--- src/hw/sci_pkg.sv ---
package sci_pkg;
   // register map and field positions
   localparam logic [7:0] fmt_ctrl_addr = 8'h0e;
   localparam logic [7:0] data_port_addr = 8'h11;
   localparam logic [7:0] data_reset = 8'h00;
   localparam int rx8_pos = 7;
   localparam int tx8_pos = 6;
   localparam int len9_pos = 4;
   localparam int wake_pos = 3;
   localparam int clock_idle_level_pos = 2;
   localparam int clock_phase_sel_pos = 1;
   localparam int last_bit_clock_en_pos = 0;
   // control register bits that are stored (bit 5 reads zero)
   localparam logic [7:0] fmt_wr_mask = 8'h5f;
   localparam logic [7:0] fmt_reset = 8'h00;
   // bit timing
   localparam logic [3:0] ticks_per_bit = 4'hf;
   localparam logic [3:0] half_bit = 4'h7;
   localparam logic [3:0] bits_8 = 4'h8;
   localparam logic [3:0] bits_9 = 4'h9;
   localparam logic [3:0] pre_8 = 4'ha;
   localparam logic [3:0] pre_9 = 4'hb;
   localparam logic [3:0] wake_run_8 = 4'hb;
   localparam logic [3:0] wake_run_9 = 4'hc;
   typedef enum logic [2:0] {
      tx_off, tx_idle, tx_pre, tx_brk, tx_start, tx_data, tx_stop
   } tx_state_e;
endpackage : sci_pkg

--- src/hw/sync_if.sv ---
// two-flop synchronised rx pin level and sample-tick rising-edge pulse handed to the main block
interface sync_if;
   logic rx_pin;
   logic tick;
   modport src (output rx_pin, output tick);
   modport dst (input rx_pin, input tick);
endinterface : sync_if

--- src/hw/pin_sync.sv ---
// brings rx pin and sample tick into clk_i domain
module pin_sync (
   input wire logic clk_i,
   input wire logic nrst_i,
   input wire logic serial_rx_pin_i,
   input wire logic sample_tick_i,
   sync_if.src out
);
   logic [1:0] rx_ff;
   logic [1:0] tk_ff;
   logic tk_d;
   // two flops per pin, edge found after the second
   always_ff @(posedge clk_i)
   begin
      if (!nrst_i)
      begin
         rx_ff <= 2'h3;
         tk_ff <= 2'h0;
         tk_d <= 1'b0;
      end
      else
      begin
         rx_ff <= {rx_ff[0], serial_rx_pin_i};
         tk_ff <= {tk_ff[0], sample_tick_i};
         tk_d <= tk_ff[1];
      end
   end
   assign out.rx_pin = rx_ff[1];
   assign out.tick = tk_ff[1] & ~tk_d; // rising edge of the 16x clock
endmodule : pin_sync

--- src/hw/rx_core.sv ---
// receive shift path, holding register and wake-up
module rx_core
   import sci_pkg::*;
(
   input wire logic clk_i,
   input wire logic nrst_i,
   sync_if.dst pins,
   input wire logic len9_i,
   input wire logic wake_i,
   input wire logic rx_en_i,
   input wire logic sleep_set_i,
   input wire logic full_clr_i,
   output logic sleep_o,
   output logic full_o,
   output logic [7:0] hold_o,
   output logic ninth_o
);
   logic busy;
   logic [3:0] tcnt;
   logic [3:0] bcnt;
   logic [8:0] sh;
   logic [3:0] ones;
   logic [3:0] nbits;
   logic lastbit;
   logic done;
   assign nbits = len9_i ? bits_9 : bits_8;
   assign lastbit = len9_i ? sh[8] : sh[7];
   assign done = busy && pins.tick && tcnt == half_bit && bcnt == nbits + 4'h1;
   // frame sampler, mid-bit, lsb first
   always_ff @(posedge clk_i)
   begin
      if (!nrst_i)
      begin
         busy <= 1'b0;
         tcnt <= 4'h0;
         bcnt <= 4'h0;
         sh <= 9'h000;
      end
      else if (!busy)
      begin
         bcnt <= 4'h0; // timer free-runs while idle so idle ones get counted
         if (rx_en_i && pins.tick && !pins.rx_pin)
         begin
            busy <= 1'b1;
            tcnt <= 4'h0;
         end
         else if (pins.tick)
            tcnt <= tcnt + 4'h1;
      end
      else if (pins.tick)
      begin
         tcnt <= tcnt + 4'h1;
         if (tcnt == half_bit)
         begin
            bcnt <= bcnt + 4'h1;
            if (bcnt == 4'h0 && pins.rx_pin)
               busy <= 1'b0; // false start
            else if (bcnt != 4'h0 && bcnt <= nbits)
               sh <= len9_i ? {pins.rx_pin, sh[8:1]}
                            : {1'b0, pins.rx_pin, sh[7:1]};
            if (done)
               busy <= 1'b0;
         end
      end
   end
   // holding register, ninth bit and full flag
   always_ff @(posedge clk_i)
   begin
      if (!nrst_i)
      begin
         hold_o <= data_reset;
         ninth_o <= 1'b0;
         full_o <= 1'b0;
      end
      else if (done && !sleep_o && !full_o)
      begin
         hold_o <= sh[7:0];
         ninth_o <= sh[8];
         full_o <= 1'b1;
      end
      else if (done && sleep_o && wake_i && lastbit)
      begin
         hold_o <= sh[7:0]; // address char wakes and lands
         ninth_o <= sh[8];
         full_o <= 1'b1;
      end
      else if (full_clr_i)
         full_o <= 1'b0;
   end
   // sleep bit, idle-run or address-mark wake
   always_ff @(posedge clk_i)
   begin
      if (!nrst_i)
      begin
         sleep_o <= 1'b0;
         ones <= 4'h0;
      end
      else
      begin
         if (pins.tick && tcnt == half_bit)
            ones <= !pins.rx_pin ? 4'h0 : (ones == 4'hf ? ones : ones + 4'h1);
         if (sleep_o && !wake_i
             && ones >= (len9_i ? wake_run_9 : wake_run_8))
            sleep_o <= 1'b0;
         else if (sleep_o && wake_i && done && lastbit)
            sleep_o <= 1'b0;
         else if (sleep_set_i)
            sleep_o <= 1'b1;
      end
   end
endmodule : rx_core

--- src/hw/serial_tx_sync_clock_format.sv ---
module serial_tx_sync_clock_format
   import sci_pkg::*;
(
   input wire logic clk_i,
   input wire logic nrst_i,
   input wire logic [7:0] addr_i,
   input wire logic [7:0] wdata_i,
   input wire logic wr_i,
   input wire logic rd_i,
   output logic [7:0] rdata_o,
   input wire logic sample_tick_i,
   input wire logic tx_enable_i,
   input wire logic rx_enable_i,
   input wire logic send_break_i,
   input wire logic receiver_sleep_set_i,
   input wire logic status_read_i,
   output logic receiver_sleep_o,
   output logic tx_empty_flag_o,
   output logic tx_complete_o,
   output logic rx_full_flag_o,
   input wire logic serial_rx_pin_i,
   output logic tx_data_o,
   output logic tx_data_oe_o,
   output logic sync_clk_o,
   output logic sync_clk_oe_o
);
   import sci_pkg::*;

   sync_if pins ();
   logic [7:0] fmt;
   logic [7:0] tx_holding_reg;
   logic [7:0] rx_holding_reg;
   logic rx_ninth_bit;
   logic rx_full_flag;
   logic tx_empty_flag;
   logic tx_armed;
   logic rx_armed;
   logic te_q;
   logic pre_req;
   tx_state_e state;
   tx_state_e next_state;
   logic [3:0] tcnt;
   logic [3:0] bcnt;
   logic [8:0] shreg;
   logic bit_end;
   logic load;
   logic [3:0] nbits;
   logic clk_win;
   logic next_sclk;
   logic len9;

   // decode helper for the two mapped addresses
   function automatic logic hit(input logic [7:0] a, input logic [7:0] b);
      hit = (a == b);
   endfunction : hit

   pin_sync u_sync (
      .clk_i(clk_i),
      .nrst_i(nrst_i),
      .serial_rx_pin_i(serial_rx_pin_i),
      .sample_tick_i(sample_tick_i),
      .out(pins)
   );

   rx_core u_rx (
      .clk_i(clk_i),
      .nrst_i(nrst_i),
      .pins(pins),
      .len9_i(len9),
      .wake_i(fmt[wake_pos]),
      .rx_en_i(rx_enable_i),
      .sleep_set_i(receiver_sleep_set_i),
      .full_clr_i(rx_armed && rd_i && hit(addr_i, data_port_addr)),
      .sleep_o(receiver_sleep_o),
      .full_o(rx_full_flag),
      .hold_o(rx_holding_reg),
      .ninth_o(rx_ninth_bit)
   );

   assign len9 = fmt[len9_pos]; // shared length select
   assign nbits = len9 ? bits_9 : bits_8;

   // format control: every bit except 7 and 5, wake select included, writable any time
   always_ff @(posedge clk_i)
   begin
      if (!nrst_i)
         fmt <= fmt_reset;
      else if (wr_i && hit(addr_i, fmt_ctrl_addr))
         fmt <= wdata_i & fmt_wr_mask;
   end

   // read mux: data port returns the receive holding register
   always_ff @(posedge clk_i)
   begin
      if (!nrst_i)
         rdata_o <= data_reset;
      else if (rd_i && hit(addr_i, data_port_addr))
         rdata_o <= rx_holding_reg;
      else if (rd_i && hit(addr_i, fmt_ctrl_addr))
         rdata_o <= {rx_ninth_bit, fmt[6:0]};
      else if (rd_i)
         rdata_o <= 8'h00;
   end

   // transmit holding register is write-only
   always_ff @(posedge clk_i)
   begin
      if (!nrst_i)
         tx_holding_reg <= data_reset;
      else if (wr_i && hit(addr_i, data_port_addr))
         tx_holding_reg <= wdata_i;
   end

   // status-read arming for the two-step flag clears
   always_ff @(posedge clk_i)
   begin
      if (!nrst_i)
      begin
         tx_armed <= 1'b0;
         rx_armed <= 1'b0;
      end
      else
      begin
         if (status_read_i)
         begin
            tx_armed <= tx_empty_flag;
            rx_armed <= rx_full_flag;
         end
         else if (wr_i && hit(addr_i, data_port_addr))
            tx_armed <= 1'b0;
         else if (rd_i && hit(addr_i, data_port_addr))
            rx_armed <= 1'b0;
      end
   end

   // empty flag: load sets, armed write clears; set wins
   always_ff @(posedge clk_i)
   begin
      if (!nrst_i)
         tx_empty_flag <= 1'b1;
      else if (load)
         tx_empty_flag <= 1'b1;
      else if (tx_armed && wr_i && hit(addr_i, data_port_addr))
         tx_empty_flag <= 1'b0;
   end

   // bit timer on sample ticks: sixteen per bit
   assign bit_end = pins.tick && tcnt == ticks_per_bit;
   always_ff @(posedge clk_i)
   begin
      if (!nrst_i)
         tcnt <= 4'h0;
      else if (state == tx_off)
         tcnt <= 4'h0;
      else if (pins.tick)
         tcnt <= tcnt + 4'h1;
   end

   // enable edge requests a preamble, also on re-enable mid-byte
   always_ff @(posedge clk_i)
   begin
      if (!nrst_i)
      begin
         te_q <= 1'b0;
         pre_req <= 1'b0;
      end
      else
      begin
         te_q <= tx_enable_i;
         if (tx_enable_i && !te_q)
            pre_req <= 1'b1;
         else if (state == tx_pre)
            pre_req <= 1'b0;
      end
   end

   // at a bit boundary a waiting byte moves to the shifter
   assign load = bit_end && tx_enable_i && !pre_req && !send_break_i
                 && !tx_empty_flag
                 && (state == tx_idle || state == tx_stop
                     || (state == tx_pre && bcnt == nbits + 4'h1));

   // transmit sequencer
   always_comb
   begin
      next_state = state;
      case (state)
         tx_off:
            if (tx_enable_i)
               next_state = tx_pre;
         tx_idle, tx_stop:
            if (bit_end)
            begin
               if (!tx_enable_i)
                  next_state = tx_off; // byte done, then release
               else if (pre_req)
                  next_state = tx_pre;
               else if (send_break_i)
                  next_state = tx_brk;
               else if (load)
                  next_state = tx_start;
               else
                  next_state = tx_idle;
            end
         tx_pre:
            if (bit_end && bcnt == nbits + 4'h1)
               next_state = load ? tx_start : tx_idle;
         tx_brk:
            if (bit_end && bcnt == nbits + 4'h1)
               next_state = tx_stop; // one high bit after break
         tx_start:
            if (bit_end)
               next_state = tx_data;
         tx_data:
            if (bit_end && bcnt == nbits - 4'h1)
               next_state = tx_stop;
         default:
            next_state = tx_off;
      endcase
   end

   always_ff @(posedge clk_i)
   begin
      if (!nrst_i)
         state <= tx_off;
      else
         state <= next_state;
   end

   // bit counter per state
   always_ff @(posedge clk_i)
   begin
      if (!nrst_i)
         bcnt <= 4'h0;
      else if (next_state != state)
         bcnt <= 4'h0;
      else if (bit_end)
         bcnt <= bcnt + 4'h1;
   end

   // shifter loads byte plus ninth bit, shifts lsb first
   always_ff @(posedge clk_i)
   begin
      if (!nrst_i)
         shreg <= 9'h1ff;
      else if (load)
         shreg <= {fmt[tx8_pos], tx_holding_reg};
      else if (state == tx_data && bit_end)
         shreg <= {1'b1, shreg[8:1]};
   end

   // data pin level per state, registered
   always_ff @(posedge clk_i)
   begin
      if (!nrst_i)
         tx_data_o <= 1'b1;
      else
         case (next_state)
            tx_start, tx_brk: tx_data_o <= 1'b0;
            tx_data: tx_data_o <= shreg[0];
            default: tx_data_o <= 1'b1;
         endcase
   end

   // clock only within data bits; last bit gated unless format bit 0 is set
   assign clk_win = state == tx_data
                    && (fmt[last_bit_clock_en_pos] || bcnt != nbits - 4'h1);
   always_comb
   begin
      next_sclk = fmt[clock_idle_level_pos]; // steady idle level
      if (clk_win)
      begin
         if (fmt[clock_phase_sel_pos])
            next_sclk = (tcnt <= half_bit) ^ fmt[clock_idle_level_pos];
         else
            next_sclk = (tcnt > half_bit) ^ fmt[clock_idle_level_pos];
      end
   end

   always_ff @(posedge clk_i)
   begin
      if (!nrst_i)
         sync_clk_o <= 1'b0;
      else
         sync_clk_o <= next_sclk;
   end

   // pins float while disabled and idle
   always_ff @(posedge clk_i)
   begin
      if (!nrst_i)
      begin
         tx_data_oe_o <= 1'b0;
         sync_clk_oe_o <= 1'b0;
      end
      else
      begin
         tx_data_oe_o <= next_state != tx_off;
         sync_clk_oe_o <= next_state != tx_off;
      end
   end

   assign tx_empty_flag_o = tx_empty_flag;
   assign rx_full_flag_o = rx_full_flag;
   assign tx_complete_o = state == tx_idle || state == tx_off;
endmodule : serial_tx_sync_clock_format

--- config.mk ---
export PLATFORM = sky130hd
export DESIGN_NAME = serial_tx_sync_clock_format
export DESIGN_NICKNAME = d
export VERILOG_FILES = /design/src/hw/sci_pkg.sv /design/src/hw/sync_if.sv /design/src/hw/pin_sync.sv /design/src/hw/rx_core.sv /design/src/hw/serial_tx_sync_clock_format.sv
export SDC_FILE = /design/constraint.sdc
export NUM_CORES = 1
export LEC_CHECK = 0
export ABC_AREA = 0
export BUFFER_PORTS_ARGS = -buffer_cell sky130_fd_sc_hd__buf_2
export CELL_PAD_IN_SITES_DETAIL_PLACEMENT = 0
export CELL_PAD_IN_SITES_GLOBAL_PLACEMENT = 2
export CORE_MARGIN = 4
export CORE_UTILIZATION = 39
export CTS_CLUSTER_DIAMETER = 150
export DETAILED_ROUTE_END_ITERATION = 8
export HOLD_SLACK_MARGIN = 0.06
export PLACE_DENSITY_LB_ADDON = 0.1
export REMOVE_ABC_BUFFERS = 1
export SLEW_MARGIN = 20
export SYNTH_ARGS = -nofsm -noshare
export SYNTH_HDL_FRONTEND = slang
export SYNTH_SLANG_ARGS = --single-unit
export TNS_END_PERCENT = 10
--- constraint.sdc ---
create_clock -name clk_i -period 3.95 [get_ports clk_i]
set_input_delay 0.79 -clock clk_i [delete_from_list [all_inputs] [get_ports clk_i]]
set_output_delay 0.79 -clock clk_i [all_outputs]
set_load 0.005 [all_outputs]
==> results of run 1 <==
synthesized netlist by cell type (2+ instances only):
cell type   n
nand3b_1    3
o21ai_0    15
nand2_1    49
o21a_1      2
nor3b_1     5
a31oi_1     4
a22oi_1     7
o31ai_1     2
o32ai_1     2
a211oi_1   10
a221o_1     2
ha_1       12
nand4_1     4
nor3_1     10
and2_1      7
a21oi_1    20
a21o_1      2
nand2b_1    8
buf_2       3
clkbuf_1   18
dfxtp_1    88
xnor2_1     8
xor2_1      9
nor2_1     68
nand3_1     7
and3b_1     2
inv_1       9
or3_1       5
o31a_1      2
mux2i_1    34
nor4b_1     2
final cells by class:
| class | count | area [sq um] | share of cell area [%] |
|---|---|---|---|
| multi-input combinational | 330 | 2150 | 46.6 |
| sequential | 88 | 1760 | 38.2 |
| timing repair buffer | 48 | 255 | 5.54 |
| tap | 133 | 166 | 3.61 |
| clock buffer | 11 | 151 | 3.29 |
| clock inverter | 5 | 86.3 | 1.87 |
| inverter | 10 | 37.5 | 0.815 |
placed cells by master, fill, tap and decap left out, types with 6 or more instances in the layout:
cell type	netlist	layout
nor3_1	10	10
ha_1	12	12
xor2_1	9	9
dfxtp_1	88	88
inv_1	9	9
and2_1	7	7
a21oi_1	20	20
o21ai_0	15	15
buf_4	1	6
nand3_1	7	7
a211oi_1	10	10
nand2b_1	8	8
a22oi_1	7	7
buf_2	3	42
nand2_1	49	49
xnor2_1	8	8
mux2i_1	34	34
nor2_1	68	68
clkbuf_8	0	11
worst max path at each step:
stage                           endpoint  depth (start not counted)  slack [ns]                 start
floorplan           bcnt[2]$_SDFFE_PP0P_                          8        0.91  tcnt[0]$_SDFFE_PP0N_
global placement    bcnt[3]$_SDFFE_PP0P_                          8        1.23           tx_enable_i
detailed placement  bcnt[1]$_SDFFE_PP0P_                          5        1.19   state[0]$_SDFF_PN0_
CTS                 bcnt[1]$_SDFFE_PP0P_                          5        1.17   state[0]$_SDFF_PN0_
global route        bcnt[3]$_SDFFE_PP0P_                          5        0.80   state[0]$_SDFF_PN0_
finish              bcnt[1]$_SDFFE_PP0P_                          5        1.16   state[0]$_SDFF_PN0_
through the flow:
stage,util (%),instances,cell area [sq um]
global placement,43.9,609,4370
detailed placement,43.9,609,4370
floorplan,-,428,3940
finish,46.3,625,4610
CTS,46.3,625,4610
global route,46.3,625,4610
power groups by stage:
stage	Clock, mW	Combinational, mW	Sequential, mW
finish	0.735	0.0872	0.910
global route	0.789	0.0985	0.912
CTS	0.755	0.0886	0.910
detailed placement	0	0.0878	0.931
global placement	0	0.0880	0.930
floorplan	0	0.0438	0.929
layer usage:
layer | vias up | routed length [um] | part of all wire (%)
met2 | 53 | 4220 | 46
met5 | - | 0 | 0
li1 | 1663 | - | -
met3 | 9 | 338 | 3.7
met1 | 1511 | 4520 | 49
met4 | 0 | 138 | 1.5
logic make-up after synthesis:
logic type / synth area share, %
AND/OR/NAND/NOR: 22.0
flip-flops: 43.6
XOR/XNOR: 3.68
multiplexers: 8.42
buffers and inverters: 3.44
adder cells (fa/ha/maj): 3.71
AO/OA/AOI/OAI: 15.2
==> flow_metrics.env, run 1 <==
export IMPL_worstPathRequired_ns=4.17
export IMPL_switchingPower_mw=0.402
export IMPL_clock_latency_ns=0.36
export IMPL_post_cts_buffers=0
export IMPL_cts_resized=0
export IMPL_syn_area_per_cell_sq_um=8.96
export IMPL_place_congestion=0.853
export IMPL_dr_pass1_iters=4
export IMPL_p_comb_share_pct=5.0
export IMPL_grt_first_pass_wirelength_mm=15.4
export IMPL_die_area_sq_um=12100
export IMPL_setup_slack_ns=1.16
export IMPL_crit_arrival_ns=3.02
export IMPL_seq_area_frac_synth_pct=43.6
export IMPL_die_y_um=110
export IMPL_area_growth_syn_to_layout_pct=14.0
export IMPL_finalPower_mw=1.73
export IMPL_wl_mm=9.21
export IMPL_clock_path_buffers=2
export IMPL_busiest_layer="met2"
export IMPL_netlist_area_sq_um=4040
export IMPL_setup_viol=0
export IMPL_fin_crit_sh_pct=70.7
export IMPL_postRouteAntennaNets=0
export IMPL_hold_viol_final=0
export IMPL_drive_gt1_share_pct=14.8
export IMPL_relSlewSlack_pct=39.7
export IMPL_ys_flop_type="dfxtp_1"
export IMPL_tns_ns=0
export IMPL_grt_setup_unrepaired="no"
export IMPL_antenna_cells=0
export IMPL_synth_cell_types=63
export IMPL_path_class="reg -> reg"
export IMPL_drv_cap=0
export IMPL_clock_sinks=88
export IMPL_grt_use_total_pct=16.3
export IMPL_h_tree_depth=3
export IMPL_min_delay_start="u_sync.rx_ff[0]$_SDFF_PN1_"
export IMPL_crit_family="compound AO/OA/AOI/OAI gates"
export IMPL_period_minus_slack_ns=2.79
export IMPL_grt_max_degree=49
export IMPL_r2r_slack_ns=1.16
export IMPL_reg2reg_to="bcnt[1]$_SDFFE_PP0P_"
export IMPL_grt_met3_usage_pct=2.94
export IMPL_tightest_slew_ns=0.903
export IMPL_reg_largest_list="shreg x9, u_rx.sh x9"
export IMPL_dr_total_vias=3236
export IMPL_wire_per_inst_um=14.7
export IMPL_synth_largest_area_cell="dfxtp_1"
export IMPL_fillers=1026
export IMPL_ys_warn_count=0
export IMPL_fin_worst_skew_ns=0.00903
export IMPL_dieWidth_um=110
export IMPL_cp_start_kind="flop"
export IMPL_rr_worst_depth=5
export IMPL_hold_ws_ns=0.431
export IMPL_via_per_inst=5.18
export IMPL_synthCells=451
export IMPL_portBuffers=42
export IMPL_core_area_sq_um=9950
export IMPL_path_max_fanout=15
export IMPL_nets=526
export IMPL_fmax_mhz=358
export IMPL_gr_total_overflow=0
export IMPL_power_internal_mw=1.33
export IMPL_critPathCaptureType="flop"
export IMPL_numCtsBuffers=9
export IMPL_power_density_nw_per_um2=376
export IMPL_clk_pin_slew_ns=0.09
export IMPL_synth_area_leaders="dfxtp_1 (44%), mux2i_1 (8.4%), nor2_1 (6.3%)"
export IMPL_io_pins=43
export IMPL_rows=36
export IMPL_crit_buf_inv=0
export IMPL_yosysTopAreaCellShare_pct=43.6
export IMPL_place_worst_setup_slack_ns=1.19
export IMPL_swShare_pct=23.2
export IMPL_slew_viol_final=0
export IMPL_max_vdd_ir_drop_uv=144
export IMPL_min_path_cells=1
export IMPL_critPathMaxStageDelay_ns=0.83
export IMPL_globalRouteMet2Util_pct=25.6
export IMPL_grt_pass1_vias=3092
export IMPL_start_util_pct=40.6
export IMPL_ys_ff_latch=88
export IMPL_dp_hpwl_mm=6.46
export IMPL_synth_edf_count=0
export IMPL_drc_errors=0
export IMPL_status="finished, final reports clean"
export IMPL_antenna_found_initial=0
export IMPL_drtIter0Drc=99
export IMPL_use_met1_pct=21.9
export IMPL_leakage_nw=1.73
export IMPL_rr_startpoint="state[0]$_SDFF_PN0_"
export IMPL_hold_end="u_sync.rx_ff[1]$_SDFF_PN1_"
export IMPL_power_frac_seq_pct=52.5
export IMPL_crit_path_top_delay_cell="o311ai_2"
export IMPL_min_path_type="reg -> reg"
export IMPL_ctsHoldBuffers=0
export IMPL_root_buffer="clkbuf_8"
export IMPL_clkPwrFrac_pct=42.4
export IMPL_async_flop_share_pct=0
export IMPL_cts_tree="done"
export IMPL_crit_chain="and3b_1, o311ai_2, a21boi_0, o311ai_1, nor3_1"
Power figures use the tool's default switching activity.
==> run 2, diff against run 1 <==
Settings changed: ABC_AREA 0 to 1, CORE_UTILIZATION 39 to 34.
Clock period 3.95 ns to 2.9 ns, I/O delays scaled along.
==> run 2 against run 1 <==
- sequential power up 35%
- global-route usage down 1.1 points
- cell count up 16%
- clock power up 76%
- total power up 53%
- utilization down 5.1 points
- die area up 15%
- clock skew down 0.0011 ns
==> flow_metrics.env, run 2 <==
export IMPL_status="finished, final reports clean"
export IMPL_yosys_mux_area_fraction_pct=0
export IMPL_yosysMostFrequentCell="dfxtp_1"
export IMPL_dr_pass1_iters=4
export IMPL_io_pins=43
export IMPL_seq_area_frac_synth_pct=43.2
export IMPL_slew_viol_final=0
export IMPL_power_frac_seq_pct=46.5
export IMPL_path_max_fanout=21
export IMPL_switchingPower_mw=0.581
export IMPL_ys_warn_count=0
export IMPL_power_internal_mw=2.07
export IMPL_area_growth_syn_to_layout_pct=16.8
export IMPL_dieWidth_um=118
export IMPL_place_congestion=0.805
export IMPL_reg_largest_list="shreg x9, u_rx.sh x9"
export IMPL_fmax_mhz=431
export IMPL_netlist_area_sq_um=4080
export IMPL_yosysTopAreaCellShare_pct=43.2
export IMPL_clk_pin_slew_ns=0.06
export IMPL_drtIter0Drc=184
export IMPL_final_common_cell="dfxtp_1"
export IMPL_root_buffer="clkbuf_16"
export IMPL_fillers=1233
export IMPL_portBuffers=42
export IMPL_topRoutingLayerUsed="met4"
export IMPL_ys_ff_latch=88
export IMPL_cts_resized=0
export IMPL_hold_viol_final=0
export IMPL_synth_compound_area_share_pct=17.6
export IMPL_post_cts_buffers=0
export IMPL_worstPathRequired_ns=3.13
export IMPL_dr_total_vias=3577
export IMPL_clkPwrFrac_pct=48.6
export IMPL_fin_worst_skew_ns=0.00796
export IMPL_synth_simple_gate_area_share_pct=24.5
export IMPL_fin_crit_sh_pct=79.9
export IMPL_max_vdd_ir_drop_uv=304
export IMPL_layout_common_cells="dfxtp_1 (88), nand2_1 (85), inv_1 (77)"
export IMPL_synth_edf_count=0
export IMPL_clock_path_buffers=2
export IMPL_nets=619
export IMPL_h_tree_depth=3
export IMPL_numCtsBuffers=9
export IMPL_crit_arrival_ns=2.55
export IMPL_grt_pass1_vias=3386
export IMPL_period_minus_slack_ns=2.32
export IMPL_start_util_pct=35.3
export IMPL_grt_max_degree=28
export IMPL_async_flop_share_pct=0
export IMPL_cts_tree="done"
export IMPL_clock_latency_ns=0.35
export IMPL_via_per_inst=4.92
export IMPL_synth_largest_area_cell="dfxtp_1"
export IMPL_cp_start_kind="flop"
export IMPL_rows=39
export IMPL_postRouteAntennaNets=0
export IMPL_ys_flop_type="dfxtp_1"
export IMPL_critPathCaptureType="flop"
export IMPL_p_comb_share_pct=4.9
export IMPL_grt_first_pass_wirelength_mm=17.0
export IMPL_path_class="reg -> reg"
export IMPL_die_y_um=118
export IMPL_power_density_nw_per_um2=555
export IMPL_fin_area_sq_um=4770
export IMPL_wl_met3_um=403
export IMPL_synth_top_family_by_area="simple AND/OR/NAND/NOR gates"
export IMPL_ctsHoldBuffers=0
export IMPL_tns_ns=0
export IMPL_synth_cell_types=45
export IMPL_route_met2_wl_mm=4.24
export IMPL_yosys_area_share_adder_pct=3.68
export IMPL_synth_common_cells="dfxtp_1 (88), nand2_1 (85), inv_1 (77)"
export IMPL_grt_use_total_pct=15.2
export IMPL_wire_per_inst_um=13.8
export IMPL_utilization_pct=41.2
export IMPL_synth_area_leaders="dfxtp_1 (43%), nand2_1 (7.8%), inv_1 (7.1%)"
export IMPL_tightest_slew_ns=0.772
export IMPL_synthCells=537
export IMPL_drive_gt1_share_pct=16.3
export IMPL_swShare_pct=21.9
export IMPL_m1WireLength_mm=5.26
export IMPL_wl_mm=10.1
export IMPL_die_area_sq_um=13800
export IMPL_antenna_found_initial=0
export IMPL_grt_setup_unrepaired="no"
export IMPL_clock_sinks=88
export IMPL_place_area_sq_um=4440
export IMPL_gr_total_overflow=0
export IMPL_drv_cap=0
export IMPL_setup_viol=0
export IMPL_antenna_cells=0
export IMPL_leakage_nw=2.05
export IMPL_drc_errors=0
export IMPL_min_path_type="reg -> reg"
export IMPL_relSlewSlack_pct=48.3
export IMPL_finalPower_mw=2.65
export IMPL_core_area_sq_um=11600
export IMPL_syn_area_per_cell_sq_um=7.60
export IMPL_synth_xor_area_share_pct=1.29
export IMPL_dp_hpwl_mm=7.37
-- run 2: cell count changes after synthesis, moves of 9 or more --
cell,delta
mux2i_1,-34
o21ai_0,+31
inv_1,+68
a21oi_1,+24
nand3_1,+24
nor2_1,-34
clkbuf_1,-9
nand2_1,+36
-- run 2: cells by family after synthesis --
group / Yosys count
compound gates: 124
xor+xnor: 6
fa+ha+maj: 12
buf+inv: 102
flops: 88
simple gates: 205
-- run 2: worst max-delay path, cell delays in order, from the launching register on --
cell and delay (ns):
dfxtp_1 0.38, ha_1 0.21, nand3_2 0.15, nor2_8 0.21, inv_4 0.08, nor3_2 0.13, nand2_2 0.28, nand3_1 0.15
nand2_1 0.06, inv_1 0.06, nand2_2 0.07, nand2_1 0.09, nand2_1 0.06, nand3_1 0.21, nor3_2 0.06
-- run 2: path summary, 6_finish.rpt --
path | start | end | slack (ns) | cells past startpoint
worst min-delay path | u_sync.tk_ff[0]$_SDFF_PN0_ | u_sync.tk_ff[1]$_SDFF_PN0_ | 0.41 | 2
worst min register to register | u_sync.tk_ff[0]$_SDFF_PN0_ | u_sync.tk_ff[1]$_SDFF_PN0_ | 0.41 | 2
worst max register to register | tcnt[1]$_SDFFE_PP0N_ | bcnt[1]$_SDFFE_PP0P_ | 0.58 | 14
worst max-delay path | tcnt[1]$_SDFFE_PP0N_ | bcnt[1]$_SDFFE_PP0P_ | 0.58 | 14
-- run 2: final cells by class --
cell class	count	area, sq um	share of cell area (%)
Multi-Input combinational cell	347	1920	40.3
Sequential cell	88	1760	37.0
Inverter	87	329	6.90
Clock buffer	11	253	5.30
Timing Repair Buffer	47	248	5.20
Tap cell	143	179	3.75
Clock inverter	4	76.3	1.60
-- run 2: power by group through the flow --
| stage | registers [mW] | clock network, mW | logic [mW] |
|---|---|---|---|
| after floorplan | 1.26 | 0 | 0.0646 |
| after global placement | 1.26 | 0 | 0.132 |
| after detailed placement | 1.26 | 0 | 0.130 |
| after CTS | 1.23 | 1.33 | 0.131 |
| after global routing | 1.23 | 1.38 | 0.146 |
| final | 1.23 | 1.29 | 0.129 |
-- run 2: metrics by stage --
step / setup slack, ns / hold slack [ns] / instances
after floorplan: 0.957 / 0.390 / 522
after global placement: 0.567 / 0.394 / 712
after detailed placement: 0.527 / 0.399 / 712
after CTS: 0.589 / 0.400 / 727
after global routing: 0.321 / 0.420 / 727
final: 0.582 / 0.413 / 727
-- run 2: metal layers --
metal / up-vias / global-route usage [%]
met2: 55 / 22.2
met4: 0 / 5.35
li1: 1893 / -
met3: 13 / 3.89
met5: - / 0
met1: 1616 / 21.6
==> run 3, diff against run 2 <==
Clock period 2.9 ns to 2.2 ns, I/O delays scaled along.
==> run 3 against run 2 <==
- flip-flop and latch count stayed put
- maximum frequency rose by 15%
- largest power group is now sequential cells
- total power up 29%
==> flow_metrics.env, run 3 (same netlist as run 2, synthesis figures left out) <==
export IMPL_rows=39
export IMPL_antenna_found_initial=0
export IMPL_tns_ns=0
export IMPL_min_path_type="in -> reg"
export IMPL_leakage_nw=2.10
export IMPL_postRouteAntennaNets=0
export IMPL_crit_path_top_delay_cell="dfxtp_1"
export IMPL_fmax_mhz=495
export IMPL_place_congestion=0.824
export IMPL_clkPwrFrac_pct=47.3
export IMPL_dr_total_vias=3637
export IMPL_worstPathRequired_ns=2.47
export IMPL_die_area_sq_um=13800
export IMPL_dp_hpwl_mm=7.56
export IMPL_dpl_cell_count=720
export IMPL_crit_arrival_ns=2.29
export IMPL_die_y_um=118
export IMPL_p_comb_share_pct=5.1
export IMPL_drtIter0Drc=168
export IMPL_path_max_fanout=8
export IMPL_power_internal_mw=2.60
export IMPL_max_vdd_ir_drop_uv=397
export IMPL_wire_per_inst_um=13.9
export IMPL_grt_use_total_pct=15.4
export IMPL_area_growth_syn_to_layout_pct=18.9
export IMPL_drv_cap=0
export IMPL_portBuffers=42
export IMPL_gr_total_overflow=0
export IMPL_power_density_nw_per_um2=702
export IMPL_clock_latency_ns=0.35
export IMPL_relSlewSlack_pct=50.4
export IMPL_dieWidth_um=118
export IMPL_fin_crit_sh_pct=91.9
export IMPL_tightest_slew_ns=0.741
export IMPL_critPathCaptureType="flop"
export IMPL_cts_tree="done"
export IMPL_crit_chain="ha_2, nand3_2, nor2_8, nand4_1, nand2_1, nand4_2, nand3_1, nand2_1, nor2_1, nand3_4, nor3_2"
export IMPL_drive_gt1_share_pct=18.2
export IMPL_slew_viol_final=0
export IMPL_cp_start_kind="flop"
export IMPL_io_pins=43
export IMPL_hold_ws_ns=0.285
export IMPL_ctsHoldBuffers=0
export IMPL_root_buffer="clkbuf_16"
export IMPL_clk_pin_slew_ns=0.06
export IMPL_utilization_pct=42.0
export IMPL_dr_pass1_iters=4
export IMPL_final_common_cell="dfxtp_1"
export IMPL_swShare_pct=23.6
export IMPL_final_cells=738
export IMPL_wl_mm=10.2
export IMPL_antenna_cells=0
export IMPL_fillers=1216
export IMPL_numCtsBuffers=9
export IMPL_grt_max_degree=40
export IMPL_clock_path_buffers=2
export IMPL_period_minus_slack_ns=2.02
export IMPL_critPathMostFrequentCell="nand2_1"
export IMPL_finalPower_mw=3.41
export IMPL_reg_largest_list="shreg x9, u_rx.sh x9"
export IMPL_h_tree_depth=3
export IMPL_switchingPower_mw=0.805
export IMPL_clock_sinks=88
export IMPL_nets=629
export IMPL_setup_viol=0
export IMPL_critPathMaxStageDelay_ns=0.37
export IMPL_grt_pass1_vias=3497
export IMPL_status="finished, final reports clean"
export IMPL_grt_first_pass_wirelength_mm=17.4
export IMPL_start_util_pct=35.3
export IMPL_drc_errors=0
export IMPL_hold_viol_final=0
export IMPL_via_per_inst=4.93
export IMPL_power_frac_seq_pct=47.6
export IMPL_path_class="reg -> reg"
export IMPL_fin_worst_skew_ns=0.00725
export IMPL_layout_common_cells="dfxtp_1 (88), nand2_1 (85), inv_1 (77)"
export IMPL_core_area_sq_um=11600
## run 3: changes by cell type in the layout (fill, tap and decap cells not counted)
cell        previous run  this run
clkinv_2               0         1
buf_4                  5        14
inv_6                  1         3
clkinvlp_4             1         0
clkbuf_8               2         1
ha_2                   0         1
nand3_1               31        30
ha_1                  12        11
bufinv_16              2         1
nand3_4                0         1
buf_12                 0         1
inv_8                  0         1
## run 3: final cells by class
class,instances,area (sq um),area share [%]
clock buffer,10,239,4.93
clock inverter,6,72.6,1.50
tap,143,179,3.69
timing repair buffer,57,335,6.91
sequential,88,1760,36.3
inverter,87,329,6.78
multi-input combinational,347,1940,39.9
## run 3: timing repair
| item | 4_1_cts | 5_1_grt |
|---|---|---|
| buffers inserted | 0 | 2 |
| setup endpoints to repair | 0 | 4 |
| gates resized for setup | 0 | 3 |
## run 3: through the flow
stage	cell area (sq um)	setup slack (ns)
6_report	4850	0.179
5_1_grt	4850	-0.00512
4_1_cts	4820	0.112
3_5_place_dp	4510	0.143
3_3_place_gp	4510	0.209
2_1_floorplan	4010	0.257
## run 3: final timing paths
| path | slack (ns) | end | cells after the start | startpoint |
|---|---|---|---|---|
| worst max-delay path | 0.18 | bcnt[3]$_SDFFE_PP0P_ | 11 | tcnt[1]$_SDFFE_PP0N_ |
| worst min-delay path | 0.28 | u_sync.rx_ff[0]$_SDFF_PN1_ | 2 | serial_rx_pin_i |
| worst max register to register | 0.18 | bcnt[3]$_SDFFE_PP0P_ | 11 | tcnt[1]$_SDFFE_PP0N_ |
| worst min register to register | 0.41 | u_sync.rx_ff[1]$_SDFF_PN1_ | 1 | u_sync.rx_ff[0]$_SDFF_PN1_ |
## run 3: metal layers
metal / up-vias / track usage, % / part of all wire [%]
met1: 1658 / 21.5 / 52
li1: 1913 / - / -
met3: 11 / 2.74 / 3.2
met2: 55 / 23.2 / 43
met4: 0 / 6.59 / 1.7
met5: - / 0 / 0
## run 3: critical path, delay by kind of cell (launching register included)
kind          cells  cell delay (ns)
fa+ha+maj         1             0.21
flops             1             0.37
simple gates     10             1.39
## run 3: power by group through the flow
stage	Sequential [mW]	Clock, mW	Combinational, mW
floorplan	1.66	0	0.0852
global placement	1.66	0	0.173
detailed placement	1.66	0	0.174
CTS	1.62	1.67	0.174
global route	1.62	1.73	0.200
finish	1.62	1.61	0.174
